**src/verilog/mlp_pkg.sv**
```systemverilog
// Package of constants and types for the module low-power presence control.
package mlp_pkg;

	// Power classes, lowest first.
	localparam logic [2:0] MLP_CLASS_1       = 3'h1;
	localparam logic [2:0] MLP_CLASS_MAX     = 3'h5;

	// Power class identification byte, readable over the management bus.
	localparam logic [7:0] MLP_REG_CLASS_ID  = 8'h83;

	// Clock period and the high-to-low power transition limit.
	localparam int         MLP_CLK_PS        = 4000;
	localparam int         MLP_THPLP_US      = 200;
	localparam int         MLP_THPLP_CYC     = (MLP_THPLP_US * 1000000) /
		MLP_CLK_PS;
	// Shed sequence is well inside the limit; this many cycles per step.
	localparam int         MLP_STEP_CYC      = 16;
	localparam logic [4:0] MLP_STEP_LAST     = 5'h0f;
	localparam int         MLP_SYNC_STAGES   = 2;

	typedef enum logic [3:0] {
		MLP_LOW   = 4'h1,
		MLP_RAMP  = 4'h2,
		MLP_HIGH  = 4'h4,
		MLP_SHED  = 4'h8
	} mlp_state_t;

endpackage

```
**src/verilog/mlp_sync_if.sv**
```systemverilog
// Interface carrying synchronised pin levels between the two modules.
`timescale 1ns/100ps
interface mlp_sync_if;
	logic lowpower_n;
	logic reset_n;

	modport src (output lowpower_n, output reset_n);
	modport dst (input lowpower_n, input reset_n);
endinterface
```
**src/verilog/mlp_ctrl.sv**
```systemverilog
// Module-side power mode control driven by the low-power and reset inputs.
//
// Operation
// - Low-power active drops to class one, transmitters off, in time.
// - High-to-low transition finishes within 200 microseconds.
// - Low-power or reset asserted forces the lowest power class.
// - Transmitters stay disabled while low-power or reset is asserted.
// - Classes two to five only once both inputs are deasserted.
// - Class one is the default state in reset or low power.
// - Never draw more than the self-reported power class.
// - Line zones: low power, high power, module absent.
// - Comparators at 2.5 V for presence, 1.25 V for low power.
// - Lost contact reads as low-power asserted via the pull-down.
// - Grounded-pin module without comparator stays in class one.
// - No transmitter-disable pin; register or low-power disables them.
`timescale 1ns/100ps
module mlp_ctrl
	import mlp_pkg::*;
#(
	parameter int THPLP_CYC = MLP_THPLP_CYC
)(
	input  wire logic       CLK,
	input  wire logic       RSTN,
	input  wire logic       MODULE_LOWPOWER_REQ_N,
	input  wire logic       MODULE_SIDE_RESET_N,
	input  wire logic       COMPARATOR_FITTED,
	input  wire logic [2:0] RATED_CLASS,
	input  wire logic       TX_DISABLE_REG,
	input  wire logic [7:0] MGMT_ADDR,
	output logic [7:0]      MGMT_RDATA,
	output logic [2:0]      POWER_CLASS,
	output logic            HIGH_POWER_EN,
	output logic            TX_DISABLE,
	output logic            TRANSITION_LATE
);
	mlp_sync_if sync ();

	mlp_sync u_sync (
		.clk           (CLK),
		.rst_n         (RSTN),
		.lowpower_n_in (MODULE_LOWPOWER_REQ_N),
		.reset_n_in    (MODULE_SIDE_RESET_N),
		.sync          (sync)
	);

	// Rated class limited to the legal range; bad values fall to class one.
	function automatic logic [2:0] legal_class(input logic [2:0] c);
		if (c >= MLP_CLASS_1 && c <= MLP_CLASS_MAX)
			legal_class = c;
		else
			legal_class = MLP_CLASS_1;
	endfunction

	mlp_state_t state_q;
	mlp_state_t state_d;
	logic [4:0] step_q;
	logic [4:0] step_d;
	logic [2:0] class_q;
	logic [2:0] class_d;
	logic       hpen_q;
	logic       hpen_d;
	logic       txdis_q;
	logic       txdis_d;
	logic [7:0] rdata_q;
	logic [7:0] rdata_d;
	logic [16:0] wdog_q;
	logic [16:0] wdog_d;
	logic       late_q;
	logic       late_d;
	logic       lp_active;
	logic [2:0] target;

	// A module with no comparator has the pin grounded: always low power.
	always_comb begin
		lp_active = !sync.lowpower_n || !sync.reset_n ||
			!COMPARATOR_FITTED;
		target    = legal_class(RATED_CLASS);
	end

	always_comb begin
		state_d = state_q;
		step_d  = step_q;
		class_d = class_q;
		hpen_d  = hpen_q;
		txdis_d = txdis_q;
		case (state_q)
			MLP_LOW: begin
				class_d = MLP_CLASS_1;
				hpen_d  = 1'b0;
				txdis_d = 1'b1;
				if (!lp_active) begin
					state_d = MLP_RAMP;
					step_d  = 5'h0;
				end
			end
			MLP_RAMP: begin
				// Stepping up one class at a time keeps inrush slopes gentle.
				if (lp_active) begin
					state_d = MLP_SHED;
					txdis_d = 1'b1;
					step_d  = 5'h0;
				end else if (step_q == MLP_STEP_LAST) begin
					step_d = 5'h0;
					if (class_q < target) begin
						class_d = class_q + 3'h1;
						hpen_d  = 1'b1;
					end else begin
						state_d = MLP_HIGH;
					end
				end else begin
					step_d = step_q + 5'h1;
				end
			end
			MLP_HIGH: begin
				txdis_d = TX_DISABLE_REG;
				if (lp_active) begin
					state_d = MLP_SHED;
					txdis_d = 1'b1;
					step_d  = 5'h0;
				end else if (class_q > target) begin
					class_d = target;
				end
			end
			MLP_SHED: begin
				// Transmitters go off first, then power steps down.
				txdis_d = 1'b1;
				if (step_q == MLP_STEP_LAST) begin
					step_d = 5'h0;
					if (class_q > MLP_CLASS_1) begin
						class_d = class_q - 3'h1;
					end else begin
						hpen_d  = 1'b0;
						state_d = MLP_LOW;
					end
				end else begin
					step_d = step_q + 5'h1;
				end
			end
			default: begin
				state_d = MLP_LOW;
				class_d = MLP_CLASS_1;
				hpen_d  = 1'b0;
				txdis_d = 1'b1;
				step_d  = 5'h0;
			end
		endcase
		// A rating lowered in mid-run caps the class at once in any state.
		if (class_d > target)
			class_d = target;
	end

	always_ff @(posedge CLK or negedge RSTN) begin
		if (!RSTN) begin
			state_q <= MLP_LOW;
			step_q  <= 5'h0;
			class_q <= MLP_CLASS_1;
			hpen_q  <= 1'b0;
			txdis_q <= 1'b1;
		end else begin
			state_q <= state_d;
			step_q  <= step_d;
			class_q <= class_d;
			hpen_q  <= hpen_d;
			txdis_q <= txdis_d;
		end
	end

	// Watchdog on the transition time; flags a shed that overruns.
	always_comb begin
		wdog_d = 17'h0;
		late_d = late_q;
		if (state_q == MLP_SHED) begin
			wdog_d = wdog_q + 17'h1;
			if (wdog_q >= 17'(THPLP_CYC - 1))
				late_d = 1'b1;
		end
	end

	always_ff @(posedge CLK or negedge RSTN) begin
		if (!RSTN) begin
			wdog_q <= 17'h0;
			late_q <= 1'b0;
		end else begin
			wdog_q <= wdog_d;
			late_q <= late_d;
		end
	end

	// The class byte reflects the legal rated class a cycle later, and reads zero in reset.
	always_comb begin
		if (MGMT_ADDR == MLP_REG_CLASS_ID)
			rdata_d = {5'h0, target};
		else
			rdata_d = 8'h00;
	end

	always_ff @(posedge CLK or negedge RSTN) begin
		if (!RSTN)
			rdata_q <= 8'h00;
		else
			rdata_q <= rdata_d;
	end

	assign MGMT_RDATA      = rdata_q;
	assign POWER_CLASS     = class_q;
	assign HIGH_POWER_EN   = hpen_q;
	assign TX_DISABLE      = txdis_q;
	assign TRANSITION_LATE = late_q;
endmodule

```
**src/verilog/mlp_sync.sv**
```systemverilog
// Two-stage synchronisers for the low-power and reset pin levels.
`timescale 1ns/100ps
module mlp_sync
	import mlp_pkg::*;
(
	input  wire logic  clk,
	input  wire logic  rst_n,
	input  wire logic  lowpower_n_in,
	input  wire logic  reset_n_in,
	mlp_sync_if.src    sync
);
	logic [1:0] lp_q;
	logic [1:0] lp_d;
	logic [1:0] rs_q;
	logic [1:0] rs_d;

	always_comb begin
		lp_d = {lp_q[0], lowpower_n_in};
		rs_d = {rs_q[0], reset_n_in};
	end

	// Reset state is asserted so the block sits in low power until sampled.
	always_ff @(posedge clk or negedge rst_n) begin
		if (!rst_n) begin
			lp_q <= 2'h0;
			rs_q <= 2'h0;
		end else begin
			lp_q <= lp_d;
			rs_q <= rs_d;
		end
	end

	assign sync.lowpower_n = lp_q[1];
	assign sync.reset_n    = rs_q[1];
endmodule

```
**config.mk**
```make
export PLATFORM = sky130hd
export DESIGN_NAME = mlp_ctrl
export DESIGN_NICKNAME = d
export VERILOG_FILES = /design/src/verilog/mlp_pkg.sv /design/src/verilog/mlp_sync_if.sv /design/src/verilog/mlp_ctrl.sv /design/src/verilog/mlp_sync.sv
export SDC_FILE = /design/constraint.sdc
export NUM_CORES = 1
export LEC_CHECK = 0
export BUFFER_PORTS_ARGS = -buffer_cell sky130_fd_sc_hd__buf_2
export CAP_MARGIN = 40
export CORE_MARGIN = 2
export CORE_UTILIZATION = 50
export DETAILED_ROUTE_END_ITERATION = 12
export GPL_TIMING_DRIVEN = 0
export PLACE_DENSITY_LB_ADDON = 0.1
export SETUP_SLACK_MARGIN = 0.15
export SLEW_MARGIN = 10
export SYNTH_ARGS = -nofsm -noshare
export SYNTH_HDL_FRONTEND = slang
export SYNTH_SLANG_ARGS = --single-unit
```
**constraint.sdc**
```tcl
create_clock -name CLK -period 3.3 [get_ports CLK]
set_input_delay 0.33 -clock CLK [delete_from_list [all_inputs] [get_ports CLK]]
set_output_delay 0.33 -clock CLK [all_outputs]
set_load 0.02 [all_outputs]
```
# [Yosys cells after proc, flatten, opt, wreduce, memory -nomap -nowiden]
# Index checks and enable logic that the tools add are counted.
[totals] out_inout_bits=14 in_bits=17 register_bits=44
[classes] reduce_logical=10 addsub=4 eq_ne=16 n_lt_le_gt_ge=7 n_mux=34 bitwise=1
[op_table] operator="3-bit two-way mux" count=10
[op_table] operator="4-bit two-way mux" count=7
[op_table] operator="5-bit two-way mux" count=4
[op_table] operator="5-bit one-hot mux with 4 select lines" count=1
[op_table] operator="17-bit by 1-bit adder with 17-bit output (second input constant)" count=1
[op_table] operator="17-bit by 16-bit >= comparator with 1-bit output (second input constant)" count=1
[op_table] operator="17-bit two-way mux" count=1
[op_table] operator="2-bit inequality test (second input constant)" count=8
[op_table] operator="4-bit one-hot mux with 4 select lines" count=1
[op_table] operator="6-bit AND reduction" count=2
[op_table] operator="3-bit one-hot mux with 3 select lines" count=1
[op_table] operator="8-bit equality test (second input constant)" count=1
[op_table] operator="1-bit two-way mux" count=7
[op_table] operator="3-bit > comparator" count=2
[op_table] operator="3-bit inequality test (second input constant)" count=2
[op_table] operator="5-bit by 1-bit adder with 5-bit output (second input constant)" count=1
[op_table] operator="5-bit by 4-bit equality test with 1-bit output (second input constant)" count=1
[op_table] operator="4-bit by 1-bit equality test with 1-bit output (second input constant)" count=1
[op_table] operator="4-bit by 2-bit equality test with 1-bit output (second input constant)" count=1
[op_table] operator="4-bit by 3-bit equality test with 1-bit output (second input constant)" count=1
[op_table] operator="4-bit equality test (second input constant)" count=1
[op_table] operator="2-bit AND reduction" count=2
[op_table] operator="3-bit by 1-bit adder with 3-bit output (second input constant)" count=1
[op_table] operator="3-bit by 1-bit >= comparator with 1-bit output (second input constant)" count=1
[op_table] operator="other kinds (10)" count=13

# [Longest topological paths before layout]
[logic_depth] ltp_word=10 mapped_depth=16

# [Cells and area by module]
# A second synthesis with hierarchy kept.
[unflattened] cells_unflattened=243 area_unflattened_um2=2293.4
[modules_own_cells] mod="mlp_ctrl" area_per_inst_um2=2193.4 cells_each=239 n_inst=1 seq_area_each_um2=879.6
[modules_own_cells] mod="mlp_sync" area_per_inst_um2=100.1 cells_each=4 n_inst=1 seq_area_each_um2=100.1

# [Least setup slack after synthesis]
# No wires, ideal clock.
[synth_timing] path_kind="input -> register" from="input RATED_CLASS[1]" to="register class_q[1] (netlist: POWER_CLASS[1])" path_slack_ns=0.212 setup_ns=0.086 t_arrival_ns=3.002 required_time_ns=3.214 cell_stages=13 cell_sequence="nand2b_1 -> ha_1 -> and3b_1 -> or2_2 -> clkbuf_1 -> o31a_1 -> o21ai_0 -> nand3_1 -> ha_1 -> o21ai_0 -> a32oi_1 -> a311oi_1 -> a32oi_1"
[synth_via] elab_chain_len=10 elab_cells_between_ends=14
[synth_lines] item="start: declaration" line="mlp_ctrl.sv:27" text="input wire logic [2:0] RATED_CLASS,"
[synth_lines] item="3-bit by 1-bit >= comparator with 1-bit output / 3-bit less-or-equal comparator (equally long branches)" line="mlp_ctrl.sv:48" text="if (c >= MLP_CLASS_1 && c <= MLP_CLASS_MAX)"
[synth_lines] item="1-bit logical AND" line="mlp_ctrl.sv:48"
[synth_lines] item="3-bit two-way mux (*)" line="mlp_ctrl.sv:48"
[synth_lines] item="3-bit less-than comparator" line="mlp_ctrl.sv:104" text="if (class_q < target) begin"
[synth_lines] item="3-bit two-way mux" line="mlp_ctrl.sv:104"
[synth_lines] item="3-bit two-way mux" line="mlp_ctrl.sv:102" text="end else if (step_q == MLP_STEP_LAST) begin"
[synth_lines] item="3-bit two-way mux" line="mlp_ctrl.sv:98" text="if (lp_active) begin"
[synth_lines] item="3-bit one-hot mux with 3 select lines" line="mlp_ctrl.sv:86" text="case (state_q)"
[synth_lines] item="3-bit > comparator" line="mlp_ctrl.sv:148" text="if (class_d > target)"
[synth_lines] item="3-bit two-way mux (*)" line="mlp_ctrl.sv:148"
[synth_lines] item="named net class_d[1]" line="mlp_ctrl.sv:59" text="logic [2:0] class_d;"
[synth_lines] item="end signal: assignment" line="mlp_ctrl.sv:162" text="class_q <= class_d;"
[synth_lines] item="end: declaration" line="mlp_ctrl.sv:58" text="logic [2:0] class_q;"
# The timed path passes the listed nets; every way through them passes the cells marked *.
# A chain may end at the register's enable or synchronous reset.

# [Worst setup path in the final report]
[layout_timing] from="register class_q[1] (netlist: POWER_CLASS[1])" to="register class_q[1] (netlist: POWER_CLASS[1])"
[layout_via] elab_chain_len=7 elab_cells_between_ends=15
[layout_lines] item="3-bit by 1-bit adder with 3-bit output / 3-bit less-than comparator (equally long branches)" line="mlp_ctrl.sv:105, mlp_ctrl.sv:104"
[layout_lines] item="3-bit two-way mux" line="mlp_ctrl.sv:104"
[layout_lines] item="3-bit two-way mux" line="mlp_ctrl.sv:102"
[layout_lines] item="3-bit two-way mux" line="mlp_ctrl.sv:98"
[layout_lines] item="3-bit one-hot mux with 3 select lines (*)" line="mlp_ctrl.sv:86"
[layout_lines] item="3-bit > comparator" line="mlp_ctrl.sv:148"
[layout_lines] item="3-bit two-way mux (*)" line="mlp_ctrl.sv:148"
[layout_lines] item="named net class_d[1]" line="mlp_ctrl.sv:59"
# Marked as above.

==> flow_summary.yaml <==
route:
  drc: 0
  first_pass_iters: 4
  ant_nets: 0
  vias: 1955
  wl_per_cell_um: 14.84
  initialDrtViolationCount: 164
  routed_via_density: 5.733
  wl_mm: 5.061
final_layout:
  layout-drive-gt1-share_pct: 27.34
  fillers: 365
  fin_nets: 316
  mostFrequentLayoutCells: "dfrtp_1, buf_2, nor2_1"
  insertedDiodeCount: 0
  layout_commonest_cell: "dfrtp_1"
  area_growth_pct: 21.18
synth:
  netlist_instances: 241
  synth-seq-cells: 39
  avgSynthCellArea_um2: 9.511
  synth_top_area_share_pct: 39.30
  synth_flop_cell: "dfrtp_1"
  synth_edf_count: 0
  synthDistinctLibCells: 53
  yosys.area.top_type: "dfrtp_1"
  syn-cell-area_mm2: 0.002292
  yosysWarnings: 0
  async_flop_share_pct: 100.0
  yosys-top-cells-area: "dfrtp_1, ha_1, nor2_1, o21ai_0, dfstp_2"
  seq_area_frac_synth_pct: 42.74
clock_network:
  clockRootBuffer: "clkbuf_8"
  ctsHtreeMaxLevel: 2
  clockBufferDepth: 2
  clkLatencyLatePin_ns: 0.29
  numClockSinks: 39
  cts_tree: "yes"
  cts_made_buffers: 5
  clk_pin_slew_ns: 0.08
timing:
  finalSetupTns_ns: 0
  holdWs_ns: 0.1407
  finalClockSkew_ns: 0.005077
  worst_slew_pin_slew_ns: 0.8334
  period_minus_slack_ns: 3.072
  fin_crit_sh_pct: 93.10
  finalSetupViolCount: 0
  slew_headroom_pct: 44.29
  fmax_mhz: 325.5
  hold_viol: 0
  rsz0062_at_grt: "no"
  drv_slew: 0
floorplan:
  initial_core_util_pct: 52.28
  die_area_mm2: 0.005142
  die_x_um: 71.71
  die_y_um: 71.71
  fp.coreArea_mm2: 0.004384
  num_rows: 24
  ios: 31
power_and_ir_drop:
  ir_drop_mv: 0.2649
  power_density_mw_per_mm2: 355.8
  power_mw: 0.9884
  p_leak_nw: 1.181
global_route:
  antenna_found_initial: 0
  grt_max_degree: 36
  grt-ovfl-total: 0
  groute.usage.overall_pct: 20.89
  grt_pass1_wl_mm: 8.542
  grt_pass1_vias: 1860
critical_path:
  worstSetupPathType: "flop to flop"
  timing.rr.start: "POWER_CLASS[1]"
  arrival_ns: 3.23
  worstPathMaxFanout: 7
  crit_required_ns: 3.46
  r2r_setup_slack_ns: 0.23
  startpoint_type: "flop"
  endpoint_kind: "flop"
  startpoint: "POWER_CLASS[1]"
placement:
  dp_hpwl_mm: 3.486
  numPortBuffers: 25
  place.gp.congestion: 0.8056
worst_hold_path:
  hold_start: "MODULE_LOWPOWER_REQ_N"
  hp-class: "input port to flop"
outcome:
  status: "finished, final reports clean"
run:
  drv_cap: 0
## cells in the mapped netlist, types with 6 or more instances
cell and count:
nand3_1 10, inv_1 6, nand2_1 15, nand4_1 6, o21ai_0 16, nor2_1 26
xnor2_1 7, nand2b_1 6, dfrtp_1 36, xor2_1 6, nor3_1 6, ha_1 11
a21oi_1 10
## flip-flops by register name, summed over array words and instances (netlist names)
register,count
MGMT_RDATA,3
u_sync.rs_q,2
POWER_CLASS,3
u_sync.lp_q,2
TX_DISABLE,1
HIGH_POWER_EN,1
step_q,5
state_q,4
wdog_q,17
TRANSITION_LATE,1
## report_power, final
| group | switching, mW | internal (mW) | total, mW |
|---|---|---|---|
| combinational | 0.0927 | 0.0658 | 0.158 |
| sequential | 0.00733 | 0.486 | 0.493 |
| clock | 0.185 | 0.151 | 0.337 |
| total | 0.285 | 0.703 | 0.988 |
## routing by layer
metal | vias to the layer above | routed length [um] | GRT usage (%)
met2 | 49 | 2187 | 31.89
met4 | 0 | 23 | 4.612
met1 | 936 | 2624 | 30.31
met3 | 4 | 224 | 5.063
met5 | - | 0 | 0
li1 | 966 | - | -
## path summary, 6_finish.rpt
check                            endpoint  depth (start not counted)
max                        POWER_CLASS[1]                         13
min                        u_sync.lp_q[0]                          1
max reg2reg                POWER_CLASS[1]                         13
min reg2reg                u_sync.rs_q[1]                          0
max in group asynchronous      TX_DISABLE                          3
min in group asynchronous      state_q[3]                          2
## worst max-delay path, cell delays in order (launching register included)
cell and delay [ns]:
dfrtp_2 0.47, ha_4 0.26, and3b_2 0.24, nor4_4 0.39, nor3_2 0.09, a31oi_1 0.17
nand3_1 0.17, ha_4 0.28, nor2b_1 0.13, o21ai_1 0.15, a32oi_2 0.06, buf_4 0.17
a311oi_2 0.21, a32oi_1 0.14
## logic make-up after synthesis
logic type / synth area share (%)
adder cells (fa/ha/maj): 6.004
multiplexers: 1.365
flip-flops: 42.74
AO/OA/AOI/OAI: 15.72
buffers and inverters: 4.803
XOR/XNOR: 4.967
other: 0.1636
AND/OR/NAND/NOR: 24.24
## layout make-up
type                            instances  area, um2  area share [%]
Inverter                                6      22.52          0.8108
Timing Repair Buffer                   37      230.2           8.288
Tap cell                               52      65.06           2.342
Clock inverter                          3      23.77          0.8559
Multi-Input combinational cell        185       1301           46.85
Clock buffer                            5      68.82           2.477
Sequential cell                        39      980.9           35.32
Buffer                                 14      85.08           3.063
## metrics by stage
| stage | std cells | area [um2] | util [%] | setup WS [ns] |
|---|---|---|---|---|
| 2_1_floorplan | 245 | 2307 | - | 0.2125 |
| 3_3_place_gp | 322 | 2497 | 56.96 | -0.4424 |
| 3_5_place_dp | 323 | 2517 | 57.42 | -0.4961 |
| 4_1_cts | 333 | 2651 | 60.47 | 0.1526 |
| 5_1_grt | 341 | 2778 | 63.36 | 0.08162 |
| 6_report | 341 | 2778 | 63.36 | 0.2276 |
## what timing repair did
item	in CTS	in global routing
resized for setup	5	15
endpoints found under the setup margin	3	3
pin swaps	1	9
endpoints found under the hold margin	3	0
setup buffers	2	8
hold buffers	1	0
Power figures use the tool's default switching activity.
